$ cat config.mk
export PLATFORM = sky130hd
export DESIGN_NAME = drpm_bank
export DESIGN_NICKNAME = d
export VERILOG_FILES = /design/src/logic/drpm_pkg.sv /design/src/logic/drpm_bank.sv
export SDC_FILE = /design/constraint.sdc
export NUM_CORES = 1
export LEC_CHECK = 0
export ABC_AREA = 1
export BUFFER_PORTS_ARGS = -buffer_cell sky130_fd_sc_hd__buf_2
export CORE_MARGIN = 2
export CORE_UTILIZATION = 35
export CTS_CLUSTER_DIAMETER = 200
export DETAILED_ROUTE_END_ITERATION = 7
export GPL_TIMING_DRIVEN = 0
export PLACE_DENSITY = 0.65
export SETUP_SLACK_MARGIN = 0.1
export SYNTH_ARGS = -nofsm -noshare
export SYNTH_HDL_FRONTEND = slang
export SYNTH_SLANG_ARGS = --single-unit
$ cat constraint.sdc
create_clock -name clk -period 1.8 [get_ports clk]
set_clock_uncertainty 0.2 [all_clocks]
set_input_delay 0.54 -clock clk [delete_from_list [all_inputs] [get_ports clk]]
set_output_delay 0.54 -clock clk [all_outputs]
set_load 0.1 [all_outputs]
$ cat src/logic/drpm_pkg.sv
`default_nettype none
package drpm_pkg;

    // Parameter addresses on the fieldbus parameter channel
    localparam logic [15:0] ADDR_NV_STORE      = 16'h0402;
    localparam logic [15:0] ADDR_USER_DEFAULTS = 16'h0410;
    localparam logic [15:0] ADDR_UV_OFF        = 16'h1008;
    localparam logic [15:0] ADDR_UV_STOP       = 16'h1014;
    localparam logic [15:0] ADDR_FAULT_REACT   = 16'h180e;
    localparam logic [15:0] ADDR_RESTORE       = 16'h0420;
    localparam logic [15:0] ADDR_STATION       = 16'h0422;

    // Field positions and values
    localparam int          CMD_BIT            = 0;
    localparam logic [15:0] RESTORE_NONE       = 16'h0000;
    localparam logic [15:0] RESTORE_FACTORY    = 16'h0001;
    localparam logic [15:0] CMD_BUSY_VALUE     = 16'h0001;
    localparam logic [15:0] STATION_MIN        = 16'h0001;
    localparam logic [15:0] STATION_MAX        = 16'h007e;
    localparam logic [15:0] REACT_MODE_ERROR   = 16'h0000;
    localparam logic [15:0] REACT_CLASS1       = 16'h0001;

    // Factory and reset values
    localparam logic [15:0] FACTORY_STATION    = 16'h007e;
    localparam logic [15:0] FACTORY_REACT      = 16'h0000;

    // Nonvolatile item indices
    localparam logic [3:0]  NV_IDX_STATION     = 4'h0;
    localparam logic [3:0]  NV_IDX_REACT       = 4'h1;
    localparam logic [3:0]  NV_IDX_LAST        = 4'h1;

    // Parameter channel request and answer
    typedef struct packed {
        logic        valid;
        logic        write;
        logic [15:0] addr;
        logic [15:0] wdata;
    } drpm_req_t;

    typedef struct packed {
        logic        valid;
        logic        err;
        logic [15:0] rdata;
    } drpm_rsp_t;

    // Word offered to the nonvolatile store
    typedef struct packed {
        logic        valid;
        logic [3:0]  index;
        logic [15:0] data;
    } drpm_nv_t;

    // Sequencer of NV writes
    typedef enum logic [1:0] {
        NV_IDLE  = 2'b01,
        NV_WRITE = 2'b10
    } drpm_nv_state_t;

endpackage

`default_nettype wire

$ cat src/logic/drpm_bank.sv
`timescale 1ns/10ps
`default_nettype none

module drpm_bank
    import drpm_pkg::*;
(
    input  wire logic        clk,             // 10 MHz system clock
    input  wire logic        nrst,            // Async reset, active low
    input  wire drpm_req_t   req,             // Parameter channel request
    output drpm_rsp_t        rsp,             // Parameter channel answer
    input  wire logic [15:0] dc_bus_voltage,  // Bus voltage, 100 mV per count
    input  wire logic [15:0] uv_off_level,    // Switch-off threshold from power stage
    input  wire logic [15:0] uv_stop_level,   // Quick Stop threshold from power stage
    input  wire logic [15:0] boot_station,    // Station number read from NV at power-up
    input  wire logic [15:0] boot_react,      // Fault reaction read from NV at power-up
    output drpm_nv_t         nv_wr,           // Word to nonvolatile memory
    input  wire logic        nv_wr_ready,     // NV memory accepts the word
    output logic             drive_disable,   // Power stage must switch off
    output logic             quick_stop,      // Quick Stop requested
    output logic [15:0]      active_station,  // Station number in use on the bus
    output logic             react_class1     // Channel fault raises error class 1
);

    drpm_nv_state_t state;
    logic           booted;
    logic           from_factory;
    logic [3:0]     nv_idx;
    logic [15:0]    station;
    logic [15:0]    react;
    logic           acc_wr;
    logic           acc_rd;
    logic           hit;
    logic           busy;
    logic           store_go;
    logic           restore_go;
    logic           user_go;
    logic           station_ok;
    logic           react_ok;
    logic [15:0]    next_rdata;
    logic [15:0]    item_value;

    // Range checks, used by boot capture and writes alike
    function automatic logic station_valid(input logic [15:0] v);
        return (v >= STATION_MIN) && (v <= STATION_MAX);
    endfunction

    function automatic logic react_valid(input logic [15:0] v);
        return (v == REACT_MODE_ERROR) || (v == REACT_CLASS1);
    endfunction

    assign acc_wr     = req.valid && req.write;
    assign acc_rd     = req.valid && !req.write;
    assign busy       = (state == NV_WRITE);
    assign station_ok = station_valid(req.wdata);
    assign react_ok   = react_valid(req.wdata);

    // Commands; a new NV operation while one runs is refused
    assign store_go   = acc_wr && (req.addr == ADDR_NV_STORE) && req.wdata[CMD_BIT]
                        && !busy;
    assign restore_go = acc_wr && (req.addr == ADDR_RESTORE)
                        && (req.wdata == RESTORE_FACTORY) && !busy;
    assign user_go    = acc_wr && (req.addr == ADDR_USER_DEFAULTS) && req.wdata[CMD_BIT];

    // Address decode
    always_comb begin
        hit = 1'b1;
        unique case (req.addr)
            ADDR_NV_STORE, ADDR_USER_DEFAULTS, ADDR_UV_OFF, ADDR_UV_STOP,
            ADDR_FAULT_REACT, ADDR_RESTORE, ADDR_STATION: hit = 1'b1;
            default: hit = 1'b0;
        endcase
    end

    // Read data; commands read nonzero only while their operation runs
    always_comb begin
        next_rdata = 16'h0000;
        unique case (req.addr)
            ADDR_NV_STORE:    next_rdata = (busy && !from_factory) ? CMD_BUSY_VALUE
                                                                   : 16'h0000;
            ADDR_RESTORE:     next_rdata = (busy && from_factory) ? CMD_BUSY_VALUE
                                                                  : 16'h0000;
            ADDR_USER_DEFAULTS: next_rdata = 16'h0000;
            ADDR_UV_OFF:      next_rdata = uv_off_level;
            ADDR_UV_STOP:     next_rdata = uv_stop_level;
            ADDR_FAULT_REACT: next_rdata = react;
            ADDR_STATION:     next_rdata = station;
            default:          next_rdata = 16'h0000;
        endcase
    end

    // Answer one cycle after each request; err marks unmapped or refused
    always_ff @(posedge clk or negedge nrst) begin
        if (!nrst) begin
            rsp <= '0;
        end else begin
            rsp.valid <= req.valid;
            rsp.rdata <= acc_rd ? next_rdata : 16'h0000;
            rsp.err   <= req.valid && (!hit
                         || (req.write && (req.addr == ADDR_UV_OFF
                                        || req.addr == ADDR_UV_STOP))
                         || (req.write && req.addr == ADDR_STATION && !station_ok)
                         || (req.write && req.addr == ADDR_FAULT_REACT && !react_ok)
                         || (req.write && req.addr == ADDR_RESTORE
                             && req.wdata != RESTORE_NONE
                             && req.wdata != RESTORE_FACTORY)
                         || ((req.write && req.addr == ADDR_NV_STORE && req.wdata[CMD_BIT]
                              || req.write && req.addr == ADDR_RESTORE
                                 && req.wdata == RESTORE_FACTORY) && busy));
        end
    end

    // Power-up copy; the boot values are caught on the first edge after release
    always_ff @(posedge clk or negedge nrst) begin
        if (!nrst) begin
            booted <= 1'b0;
        end else begin
            booted <= 1'b1;
        end
    end

    // Station number in use, fixed from power-up to power-up
    always_ff @(posedge clk or negedge nrst) begin
        if (!nrst) begin
            active_station <= FACTORY_STATION;
        end else if (!booted) begin
            active_station <= station_valid(boot_station) ? boot_station
                                                          : FACTORY_STATION;
        end
    end

    // Working station number; communication setting survives a user reset
    always_ff @(posedge clk or negedge nrst) begin
        if (!nrst) begin
            station <= FACTORY_STATION;
        end else if (!booted) begin
            station <= station_valid(boot_station) ? boot_station : FACTORY_STATION;
        end else if (acc_wr && req.addr == ADDR_STATION && station_ok) begin
            station <= req.wdata;
        end
    end

    // Working fault reaction; a user reset returns it to its default
    always_ff @(posedge clk or negedge nrst) begin
        if (!nrst) begin
            react <= FACTORY_REACT;
        end else if (!booted) begin
            react <= react_valid(boot_react) ? boot_react : FACTORY_REACT;
        end else if (user_go) begin
            react <= FACTORY_REACT;
        end else if (acc_wr && req.addr == ADDR_FAULT_REACT && react_ok) begin
            react <= req.wdata;
        end
    end

    // Fault reaction acts at once, unlike the station number
    always_ff @(posedge clk or negedge nrst) begin
        if (!nrst) begin
            react_class1 <= 1'b0;
        end else begin
            react_class1 <= (react == REACT_CLASS1);
        end
    end

    // Undervoltage supervision; inclusive compare so reaching a level trips it
    always_ff @(posedge clk or negedge nrst) begin
        if (!nrst) begin
            drive_disable <= 1'b1;
            quick_stop    <= 1'b0;
        end else begin
            drive_disable <= (dc_bus_voltage <= uv_off_level);
            quick_stop    <= (dc_bus_voltage <= uv_stop_level);
        end
    end

    // Item offered to NV: live working copy for a save, factory value for a restore.
    // Restore never touches the working copies, so operation is unchanged till power-up.
    always_comb begin
        item_value = 16'h0000;
        unique case (nv_idx)
            NV_IDX_STATION: item_value = from_factory ? FACTORY_STATION : station;
            NV_IDX_REACT:   item_value = from_factory ? FACTORY_REACT : react;
            default:        item_value = 16'h0000;
        endcase
    end

    // NV write sequencer; user reset never starts it
    always_ff @(posedge clk or negedge nrst) begin
        if (!nrst) begin
            state        <= NV_IDLE;
            nv_idx       <= 4'h0;
            from_factory <= 1'b0;
        end else begin
            unique case (state)
                NV_IDLE: begin
                    if (store_go || restore_go) begin
                        state        <= NV_WRITE;
                        nv_idx       <= NV_IDX_STATION;
                        from_factory <= restore_go;
                    end
                end
                NV_WRITE: begin
                    if (nv_wr_ready) begin
                        if (nv_idx == NV_IDX_LAST) begin
                            state <= NV_IDLE;
                        end else begin
                            nv_idx <= nv_idx + 4'h1;
                        end
                    end
                end
            endcase
        end
    end

    // Word toward NV memory held until accepted; one driver for the whole struct
    assign nv_wr = '{valid: busy, index: nv_idx, data: item_value};

endmodule // drpm_bank

`default_nettype wire

Word level (Yosys, flattened, before mapping):

Cells that the tools add are included.

* flip-flop bits (word level): 77
* input bits: 117
* output and inout port bits: 58
* logic and storage cells: 118

* $add $sub $neg: 1
* magnitude comparators: 6
* equality and inequality tests: 20
* multiplexer cells: 23
* reductions and logical operators: 55

Operators with widths (number)
* 2-to-1 mux 16 bit: 10
* one-hot mux 16 bit (6 select lines): 1
* == test 16 x 11 -> 1 bit, second input constant: 4
* == test 16 x 1 -> 1 bit, second input constant: 3
* == test 16 x 13 -> 1 bit, second input constant: 3
* greater-or-equal comparator 16 x 1 -> 1 bit, second input constant: 2
* <= comparator 16 bit: 2
* <= comparator 16 x 7 -> 1 bit, second input constant: 2
* zero test 16 bit: 2
* one-hot mux 16 bit (2 select lines): 1
* logical AND 1 bit: 31
* inequality test 16 x 1 -> 1 bit, second input constant: 1
* nonzero test 16 bit: 1
* 2-to-1 mux 4 bit: 3
* logical OR 1 bit: 10
* one-hot mux 4 bit (2 select lines): 1
* OR reduction 7 bit: 1
* zero test 1 bit: 6
* 2-to-1 mux 2 bit: 3
* inequality test 2 bit, second input constant: 3
* AND reduction 3 bit: 2
* adder 4 x 1 -> 4 bit, second input constant: 1
* == test 4 x 1 -> 1 bit, second input constant: 1
* zero test 4 bit: 1
* 7 further kinds: 10

Logic depth before layout (Yosys ltp):

Gate-level depths: netlist (run 1).

* depth in word-level cells: 10
* depth in mapped cells: 13

Worst setup path after synthesis (run 1):

OpenSTA, ideal clock, no wires.

* kind: flip-flop to output port
* start point: register nv_idx[0]
* end point: output port nv_wr[1] in the netlist's numbering
* arrival time: 3.635 ns
* required time: 1.060 ns
* slack: -2.575 ns
* stages on the path, launching flop included: 4
* path buffers: 0
* cell sequence: dfrtp_1 -> ha_1 -> nand2_1 -> o31ai_1

RTL lines
* from (decl): RTL line drpm_bank.sv:27 `logic [3:0] nv_idx;`
* from (signal assigned): RTL line drpm_bank.sv:206 `nv_idx <= nv_idx + 4'h1;`
* to (decl): RTL line drpm_bank.sv:16 `output drpm_nv_t nv_wr,`

==> impl_metrics.py, run 1 <==
metrics = {
    "worst_hold_path": {
        "hold_start": "req[33]",
        "hp-class": "in -> reg",
    },
    "grt": {
        "grt_pass1_vias": 5092,
        "grt_use_total_pct": 21.8,
        "grt_pass1_wl_um": 25100,
        "antenna_found_initial": 0,
        "gr-total-overflow": 0,
        "grt_max_degree": 56,
    },
    "die": {
        "num_rows": 43,
        "die_area_sq_mm": 0.0149,
        "start_util_pct": 35.5,
        "die_width_um": 122,
        "core_sq_mm": 0.0137,
        "die_h_um": 122,
        "ios": 175,
    },
    "power_and_ir_drop": {
        "clkPwrFrac_pct": 24.2,
        "power.leakage_uw": 0.00435,
        "power_density_mw_per_mm2": 929,
        "swShare_pct": 42.0,
        "p_int_uw": 4790,
        "switchingPower_uw": 3470,
        "pwr-share-seq_pct": 23.8,
        "combPwrFrac_pct": 52.0,
        "peakVddDrop_mv": 0.919,
    },
    "place": {
        "place_inst": 1002,
        "dp_hpwl_um": 11500,
        "io_buffers": 174,
        "place_congestion": 0.866,
    },
    "cts": {
        "clk_latency_ps": 340,
        "cts_tree": "built",
        "cts_max_level": 3,
        "clkTransAtPathRegs_ps": 60,
        "numClockSinks": 77,
        "cts-root-buf": "clkbuf_16",
        "numCtsBuffers": 9,
        "max-clock-path-buffers": 2,
    },
    "detailed_routing": {
        "vias_per_cell": 4.96,
        "detail_route.wl_per_cell_um": 16.5,
        "final_antenna_net_count": 0,
        "detail_route.first_pass.iterations": 5,
        "drc": 0,
        "routed_wl_um": 17600,
        "num_vias": 5288,
        "drt_iter0_markers": 341,
    },
    "synth": {
        "synth_top_area_cell": "dfrtp_1",
        "syn_inst": 647,
        "synth_cell_types": 40,
        "synth_top_area_share_pct": 32.4,
        "ys_ff_latch": 77,
        "syn-num-nets": 799,
        "synthTopCellsByCount": "132 x nand2_1, 104 x inv_1, 90 x nor2_1",
        "postSynthAreaPerCell_sq_um": 7.52,
        "yosys-top-cells-area": "dfrtp_1 32%, nand2_1 10%, ha_1 9.0%",
        "ys_warn_count": 0,
        "netlist_area_sq_mm": 0.00486,
        "yosysSeqAreaShare_pct": 40.0,
        "synth_edf_count": 0,
        "async_flop_share_pct": 100,
        "synth.most_common_cell": "nand2_1",
        "synthFlopType": "dfrtp_1",
    },
    "worst_setup_path": {
        "r2r-start": "nv_idx[0]",
        "path_class": "reg -> out",
        "crit_start": "nv_idx[2]",
        "required_ps": 1060,
        "cp-start-kind": "flop",
        "cp.arrival_ps": 1840,
        "crit_fanout": 6,
        "end_kind": "output port",
    },
    "sta": {
        "holdWs_ps": 203,
        "fmax_mhz": 387,
        "fin_crit_sh_pct": 143,
        "max-slew-margin-rel_pct": 59.8,
        "hold_viol": 0,
        "rsz0062_at_grt": "true",
        "setup_viol": 33,
        "setup_tns_ps": -12990,
        "maxSlewViolCount": 0,
        "final.min_clock_period_ps": 2580,
        "worst_slack_ps": -782,
        "worst_pin_slew_ps": 602,
    },
    "finish": {
        "drive_above_1_share_pct": 54.7,
        "n_antenna_cell": 0,
        "area_delta_synth_final_pct": 82.8,
        "instances_no_fill": 1066,
        "n_fill_cell": 1045,
        "fin_nets": 1033,
    },
    "job": {
        "maxCapViolCount": 0,
    },
    "status": {
        "status": "finished, violations left",
        "failed_checks": "negative setup slack",
    },
}
-- final timing paths --
check | slack [ps] | endpoint | cells past startpoint
worst max-delay path | -780 | nv_wr[3] | 6
worst min-delay path | 200 | rsp[17] | 1
worst max register to register | 30 | nv_idx[1] | 9
worst min register to register | 290 | active_station[5] | 2
max in group asynchronous | 320 | station[2] | 3
min in group asynchronous | 450 | station[9] | 2
-- critical path, stage by stage, from the launching register on --
cell and delay [ps]:
dfrtp_4 500, nor2_4 160, buf_12 120, nand2_8 60
buf_6 150, o31ai_4 280, buf_12 220
-- layer usage --
metal  vias up  GRT usage [%]  part of all wire, %  wire length, um
li1       2571              -                    -                -
met1      2528           27.1                   39             6820
met2       166           39.1                   54             9570
met3        23           4.17                  5.3              932
met4         0           5.10                  1.5              272
met5         -              0                    0                0
-- what timing repair did --
action                                  CTS  global route
endpoints found under the setup margin  101           102
gates cloned                              5             1
buffers inserted                         29            17
pin swaps                                40            55
gates resized for setup                 279           185
hold buffers                              1             0
hold endpoints to repair                 21             0
-- kinds of logic (layout without fill, tap and decap cells) --
| group | count (synthesis) | count (layout) | share of synthesized area [%] |
|---|---|---|---|
| DFF | 77 | 77 | 40.0 |
| xor gates and xnor gates | 2 | 2 | 0.360 |
| buffers and inverters | 126 | 365 | 10.3 |
| adders and majority gates | 35 | 35 | 9.00 |
| and+or+nand+nor | 308 | 308 | 28.8 |
| AOI/OAI and AO/OA | 98 | 98 | 11.5 |
| other | 1 | 1 | 0.0771 |
-- cells in the final DEF, fill, tap and decap left out, drive strengths merged, types with 3 or more instances in the layout --
cell / instances
buf: 231
nand2: 140
inv: 110
nor2: 103
dfrtp: 63
ha: 35
nand3: 31
o21ai: 31
a21oi: 30
o22ai: 24
nand4: 15
clkbuf: 15
dfstp: 14
nor3: 8
o31ai: 6
nor4: 5
clkinv: 5
o21a: 3
or2: 3
-- power groups by stage --
stage	clock network, uW	logic, uW	registers (uW)
after floorplan	0	1750	2320
after CTS	2010	3950	1950
final	2000	4290	1970
after global placement	0	2680	1980
after detailed placement	0	2710	1980
after global routing	2090	4480	1980
-- layout make-up --
type                            count  area, sq um  share of cell area, %
Sequential cell                    77         1960                   22.0
Clock inverter                      7         98.8                   1.11
Timing Repair Buffer              224         2190                   24.7
Tap cell                          180          225                   2.53
Clock buffer                        9          225                   2.53
Multi-Input combinational cell    444         3550                   40.0
Buffer                             14          173                   1.94
Inverter                          111          464                   5.22
-- state kept, by name (all words and copies together), names as in the netlist --
name and cells:
quick_stop 1, rsp 18, react 16, active_station 16
state 2, drive_disable 1, station 16, booted 1
react_class1 1, from_factory 1, nv_idx 4
-- stage by stage --
step                      power, uW  setup slack, ps  utilization [%]  area (sq um)
after floorplan                4070             -771                -          5300
after global placement         4660             -911             46.6          6400
after detailed placement       4690             -945             46.9          6430
after CTS                      7910             -801             59.0          8090
after global routing           8540             -829             64.8          8890
final                          8260             -782             64.8          8890
(Power assumes the default switching activity.)
==> inputs of run 2 (changes only) <==
--- a/config.mk
+++ b/config.mk
@@ -5,14 +5,15 @@
 export SDC_FILE = /design/constraint.sdc
 export NUM_CORES = 1
 export LEC_CHECK = 0
-export ABC_AREA = 1
 export BUFFER_PORTS_ARGS = -buffer_cell sky130_fd_sc_hd__buf_2
+export CELL_PAD_IN_SITES_DETAIL_PLACEMENT = 1
+export CELL_PAD_IN_SITES_GLOBAL_PLACEMENT = 2
 export CORE_MARGIN = 2
-export CORE_UTILIZATION = 35
+export CORE_UTILIZATION = 26
 export CTS_CLUSTER_DIAMETER = 200
 export DETAILED_ROUTE_END_ITERATION = 7
 export GPL_TIMING_DRIVEN = 0
-export PLACE_DENSITY = 0.65
+export PLACE_DENSITY = 0.8
 export SETUP_SLACK_MARGIN = 0.1
 export SYNTH_ARGS = -nofsm -noshare
 export SYNTH_HDL_FRONTEND = slang
==> run 2 against run 1 <==
  * Non-clock buffer count rose by 11
  * Power shrank 0.86%
  * Flip-flop and latch count did not move
  * Routed wire length up 7.4%
  * The flow still finishes with violations (negative setup slack)
  * Critical path type is now in -> reg
  * Core utilization is 16 points lower
  * Largest cell class unchanged
==> impl_metrics.py, run 2 <==
metrics = {
    "detailed_routing": {
        "drt_iter0_markers": 247,
        "routed.top_layer": "met4",
        "wl_met3_um": 936,
        "final_antenna_net_count": 0,
        "detail_route.wl_per_cell_um": 19.5,
        "vias_per_cell": 5.15,
        "routed_wl_um": 18900,
        "drc": 0,
        "num_vias": 4976,
        "wl_met2_um": 9840,
        "wl_met1_um": 7930,
        "detail_route.first_pass.iterations": 7,
    },
    "sta": {
        "fmax_mhz": 386,
        "fin_crit_sh_pct": 144,
        "setup_tns_ps": -50110,
        "rsz0062_at_grt": "true",
        "worst_pin_slew_ps": 505,
        "maxSlewViolCount": 0,
        "setup_viol": 86,
        "worst_slack_ps": -793,
        "final.min_clock_period_ps": 2590,
        "hold_viol": 0,
        "max-slew-margin-rel_pct": 66.3,
    },
    "worst_setup_path": {
        "path_class": "in -> reg",
        "crit_family": "simple AND/OR/NAND/NOR gates",
        "end_kind": "flop",
        "r2r-start": "booted",
        "crit_chain": "buf_6 -> or4_4 -> or2_1 -> buf_6 -> or3_4 -> nor3_4 -> buf_6 -> buf_4 -> buf_6 -> a222oi_1 -> a21oi_1",
        "slowest_stage": "or4_4",
        "cp.arrival_ps": 2660,
        "ff2ff_setup_slack_ps": -110,
        "crit_start": "req[30]",
        "critPathMostFrequentCell": "buf_6",
        "crit_fanout": 4,
        "max_stage_delay_ps": 520,
        "required_ps": 1860,
        "cp-start-kind": "primary input",
        "cp_num_buf_inv": 5,
    },
    "die": {
        "die_h_um": 138,
        "die_area_sq_mm": 0.0189,
        "core_sq_mm": 0.0174,
        "die_width_um": 138,
        "ios": 175,
        "start_util_pct": 26.7,
        "num_rows": 48,
    },
    "finish": {
        "drive_above_1_share_pct": 53.8,
        "n_antenna_cell": 0,
        "mostFrequentLayoutCells": "102 x buf_2, 59 x dfrtp_1, 42 x buf_6",
        "regMostFlops": "rsp",
        "post-route-util_pct": 48.4,
        "n_fill_cell": 1857,
        "area_delta_synth_final_pct": 81.0,
        "mostFrequentLayoutCell": "buf_2",
        "final_area_sq_mm": 0.00840,
        "largest_reg_flops": 18,
        "fin_nets": 889,
    },
    "cts": {
        "cts_tree": "built",
        "cts_max_level": 3,
        "clkTransAtPathRegs_ps": 70,
        "clk_latency_ps": 350,
        "numClockSinks": 77,
        "max-clock-path-buffers": 2,
        "cts-root-buf": "clkbuf_16",
        "numCtsBuffers": 9,
    },
    "place": {
        "dp_hpwl_um": 13400,
        "place_ws_ps": -1400,
        "place_congestion": 0.833,
        "io_buffers": 173,
        "placed_area_sq_mm": 0.00629,
    },
    "grt": {
        "grt_use_total_pct": 19.6,
        "grt_max_degree": 71,
        "grt_pass1_wl_um": 28200,
        "antenna_found_initial": 0,
        "gr-total-overflow": 0,
        "grt_pass1_vias": 5317,
    },
    "status": {
        "failed_checks": "negative setup slack",
        "status": "finished, violations left",
    },
    "synth": {
        "yosys-top-cells-area": "dfrtp_1 34%, ha_1 9.4%, dfstp_2 7.9%",
        "synthFlopType": "dfrtp_1",
        "synth.most_common_cell": "dfrtp_1",
        "synth_edf_count": 0,
        "ys_ff_latch": 77,
        "synth_cell_types": 64,
        "ys_warn_count": 0,
        "synthTopCellsByCount": "63 x dfrtp_1, 47 x nand2_1, 44 x inv_1",
        "syn-num-nets": 649,
        "async_flop_share_pct": 100,
        "yosysSeqAreaShare_pct": 41.9,
        "synth_top_area_share_pct": 34.0,
        "netlist_area_sq_mm": 0.00464,
        "postSynthAreaPerCell_sq_um": 9.33,
        "syn_inst": 497,
        "synth_top_area_cell": "dfrtp_1",
    },
    "power_and_ir_drop": {
        "power.leakage_uw": 0.00388,
        "peakVddDrop_mv": 0.959,
        "power_density_mw_per_mm2": 975,
    },
    "worst_hold_path": {
        "hold_start": "req[33]",
        "hp-class": "in -> reg",
    },
    "job": {
        "maxCapViolCount": 0,
    },
}
[run 2: cell count changes after synthesis, moves of 16 or more]
cell      change
and2_1       +24
nor2_1       -61
o22ai_1      -22
nand2_1      -85
nand3_1      -18
inv_1        -60
a222oi_1     +16
[run 2: worst paths after layout]
| kind | end | depth (start not counted) |
|---|---|---|
| setup / recovery | rsp[2] | 11 |
| hold / removal | rsp[17] | 1 |
| setup reg to reg | station[11] | 4 |
| hold reg to reg | active_station[4] | 2 |
| max in group asynchronous | active_station[1] | 3 |
| min in group asynchronous | quick_stop | 2 |
[run 2: timing repair]
item / 4_1_cts / 5_1_grt
setup endpoints to repair: 121 / 122
setup buffers: 27 / 25
gates cloned: 5 / 1
gates resized for setup: 272 / 75
hold buffers: 1 / 0
hold endpoints to repair: 6 / 0
pin swaps: 42 / 54
[run 2: through the flow]
step / instances / total power (uW) / hold slack (ps)
4_1_cts: 945 / 8040 / 249
2_1_floorplan: 497 / 4240 / 44.4
3_5_place_dp: 896 / 4910 / 181
5_1_grt: 967 / 8520 / 255
6_report: 967 / 8190 / 260
3_3_place_gp: 895 / 4840 / 256
[run 2: final cells by class]
cell class	count	area, sq um	area share, %
buffer	18	198	2.35
clock buffer	9	225	2.68
clock inverter	7	124	1.48
inverter	45	200	2.38
multi-input combinational	355	3130	37.3
sequential	77	1960	23.3
tap	225	282	3.35
timing repair buffer	231	2280	27.2
[run 2: metal layers]
metal  GRT usage (%)  vias to the layer above
met5               0                        -
met4            4.81                        0
met3            3.72                       17
met2            34.1                      151
met1            25.0                     2513
li1                -                     2295
[run 2: logic make-up (layout without fill, tap and decap cells)]
family / Yosys count / after routing / synth area share [%]
other cells: 1 / 1 / 0.0808
mux: 1 / 1 / 0.216
compound gates: 122 / 123 / 18.8
flops: 77 / 77 / 41.9
buf+inv: 66 / 310 / 5.80
fa+ha+maj: 35 / 35 / 9.44
simple gates: 195 / 195 / 23.8
[run 2: power by group]
part           leakage [uW]  switching, uW  internal, uW  total (uW)
Combinational       0.00271           2360          1730        4100
Clock              0.000166            784          1360        2150
Sequential          0.00100           99.3          1850        1940
Total               0.00388           3250          4940        8190
==> inputs of run 3 (changes only) <==
--- a/config.mk
+++ b/config.mk
@@ -13,7 +13,7 @@
 export CTS_CLUSTER_DIAMETER = 200
 export DETAILED_ROUTE_END_ITERATION = 7
 export GPL_TIMING_DRIVEN = 0
-export PLACE_DENSITY = 0.8
+export PLACE_DENSITY_LB_ADDON = 0.1
 export SETUP_SLACK_MARGIN = 0.1
 export SYNTH_ARGS = -nofsm -noshare
 export SYNTH_HDL_FRONTEND = slang
==> run 3 against run 2 <==
  * Fmax shrank 2.9%
  * The flow still finishes with violations (negative setup slack)
  * Design area down 1.4%
  * Power fell by 4.4%
  * Largest cell class unchanged
  * Critical path depth decreased by 4
  * Critical path type is now reg -> out
  * Worst setup slack got worse by 76 ps
  * First-iteration DRC count shrank 4.5%
  * Clock power fell by 11%
  * Routed wire length decreased by 0.66%
  * Die area unchanged
  * Via count is 3.5% lower
  * Highest routed layer unchanged
  * Clock-buffer cell count increased by 1
==> impl_metrics.py, run 3 (same netlist as run 2, synthesis figures left out) <==
metrics = {
    "status": {
        "status": "finished, violations left",
        "failed_checks": "negative setup slack",
    },
    "sta": {
        "holdWs_ps": 228,
        "maxSlewViolCount": 0,
        "worst_slack_ps": -870,
        "setup_viol": 85,
        "final.min_clock_period_ps": 2670,
        "fmax_mhz": 375,
        "fin_crit_sh_pct": 148,
        "worst_pin_slew_ps": 542,
        "setup_tns_ps": -49930,
        "max-slew-margin-rel_pct": 63.9,
        "hold_viol": 0,
        "rsz0062_at_grt": "true",
    },
    "grt": {
        "gr-total-overflow": 0,
        "antenna_found_initial": 0,
        "grt_pass1_vias": 5250,
        "grt_max_degree": 46,
        "grt_use_total_pct": 20.4,
        "grt_pass1_wl_um": 29100,
    },
    "power_and_ir_drop": {
        "peakVddDrop_mv": 1.03,
        "power.leakage_uw": 0.00377,
        "power_density_mw_per_mm2": 946,
    },
    "cts": {
        "cts-root-buf": "clkbuf_16",
        "max-clock-path-buffers": 2,
        "clk_latency_ps": 350,
        "clkTransAtPathRegs_ps": 70,
        "cts_max_level": 3,
        "numClockSinks": 77,
        "numCtsBuffers": 9,
        "cts_tree": "built",
    },
    "detailed_routing": {
        "detail_route.wl_per_cell_um": 19.7,
        "num_vias": 4800,
        "drt_iter0_markers": 236,
        "vias_per_cell": 5.05,
        "drc": 0,
        "detail_route.first_pass.iterations": 4,
        "routed_wl_um": 18800,
        "final_antenna_net_count": 0,
    },
    "die": {
        "core_sq_mm": 0.0174,
        "die_width_um": 138,
        "die_area_sq_mm": 0.0189,
        "ios": 175,
        "num_rows": 48,
        "start_util_pct": 26.7,
        "die_h_um": 138,
    },
    "worst_setup_path": {
        "max_stage_delay_ps": 510,
        "ff2ff_setup_slack_ps": -160,
        "critPathMostFrequentCell": "buf_12",
        "cp-start-kind": "flop",
        "path_class": "reg -> out",
        "crit_fanout": 5,
        "slowest_stage": "dfrtp_4",
        "cp.arrival_ps": 1930,
        "required_ps": 1060,
        "crit_chain": "buf_12 -> ha_4 -> and2_4 -> clkbuf_16 -> a22oi_2 -> nor2_4 -> buf_12",
        "end_kind": "output port",
    },
    "finish": {
        "n_fill_cell": 1882,
        "largest_reg_flops": 18,
        "mostFrequentLayoutCell": "buf_2",
        "post-route-util_pct": 47.7,
        "regMostFlops": "rsp",
        "instances_no_fill": 951,
        "n_antenna_cell": 0,
        "fin_nets": 873,
        "mostFrequentLayoutCells": "105 x buf_2, 59 x dfrtp_1, 45 x buf_12",
        "area_delta_synth_final_pct": 78.4,
        "drive_above_1_share_pct": 54.8,
    },
    "place": {
        "place_ws_ps": -1450,
        "place_congestion": 0.769,
        "dp_hpwl_um": 14000,
        "place_inst": 896,
        "io_buffers": 173,
    },
    "job": {
        "maxCapViolCount": 0,
    },
    "worst_hold_path": {
        "hp-class": "in -> reg",
    },
}
[run 3: layout make-up]
| class | instances | area, sq um | area share (%) |
|---|---|---|---|
| clock inverters | 6 | 68.8 | 0.831 |
| well taps | 225 | 282 | 3.40 |
| plain buffers | 18 | 223 | 2.69 |
| clock buffers | 10 | 239 | 2.89 |
| repair buffers | 215 | 2140 | 25.8 |
| flip-flops and latches | 77 | 1960 | 23.6 |
| inverters | 45 | 203 | 2.45 |
| multi-input cells | 355 | 3170 | 38.3 |
[run 3: worst paths after layout]
kind,from,to,depth (start not counted)
max,nv_idx[0],nv_wr[15],7
max in group asynchronous,nrst,active_station[2],3
max reg2reg,booted,station[4],5
min in group asynchronous,nrst,rsp[1],2
min reg2reg,active_station[2],active_station[2],2
min,req[33],rsp[17],1
[run 3: power breakdown]
| group | internal [uW] | switching (uW) | leakage, uW |
|---|---|---|---|
| clock network | 1130 | 795 | 0.000150 |
| registers | 1850 | 104 | 0.00100 |
| logic | 1660 | 2300 | 0.00262 |
| total | 4630 | 3200 | 0.00377 |
[run 3: through the flow]
stage | total power [uW] | area [sq um]
floorplan | 4240 | 5110
global placement | 4860 | 6260
detailed placement | 4920 | 6290
CTS | 7800 | 7990
global route | 8170 | 8280
finish | 7830 | 8280
[run 3: critical path, delay by kind of cell, from the launching register on]
kind	cells	cell delay, ps
adder cells (fa/ha/maj)	1	150
AO/OA/AOI/OAI	1	240
flip-flops	1	510
AND/OR/NAND/NOR	2	220
buffers and inverters	3	460
[run 3: repair_timing]
action	in CTS	in global routing
setup buffers	27	10
cloned	6	2
hold endpoints to repair	15	0
setup endpoints to repair	121	120
hold buffers	1	0
gates resized for setup	296	63
pin swaps	53	33
[run 3: layer usage]
metal | track usage, % | share of wire (%) | up-vias | routed length, um
li1 | - | - | 2269 | -
met5 | 0 | 0 | - | 0
met3 | 4.08 | 5.0 | 17 | 946
met1 | 26.4 | 43 | 2369 | 8110
met2 | 34.4 | 50 | 145 | 9450
met4 | 5.84 | 1.4 | 0 | 265
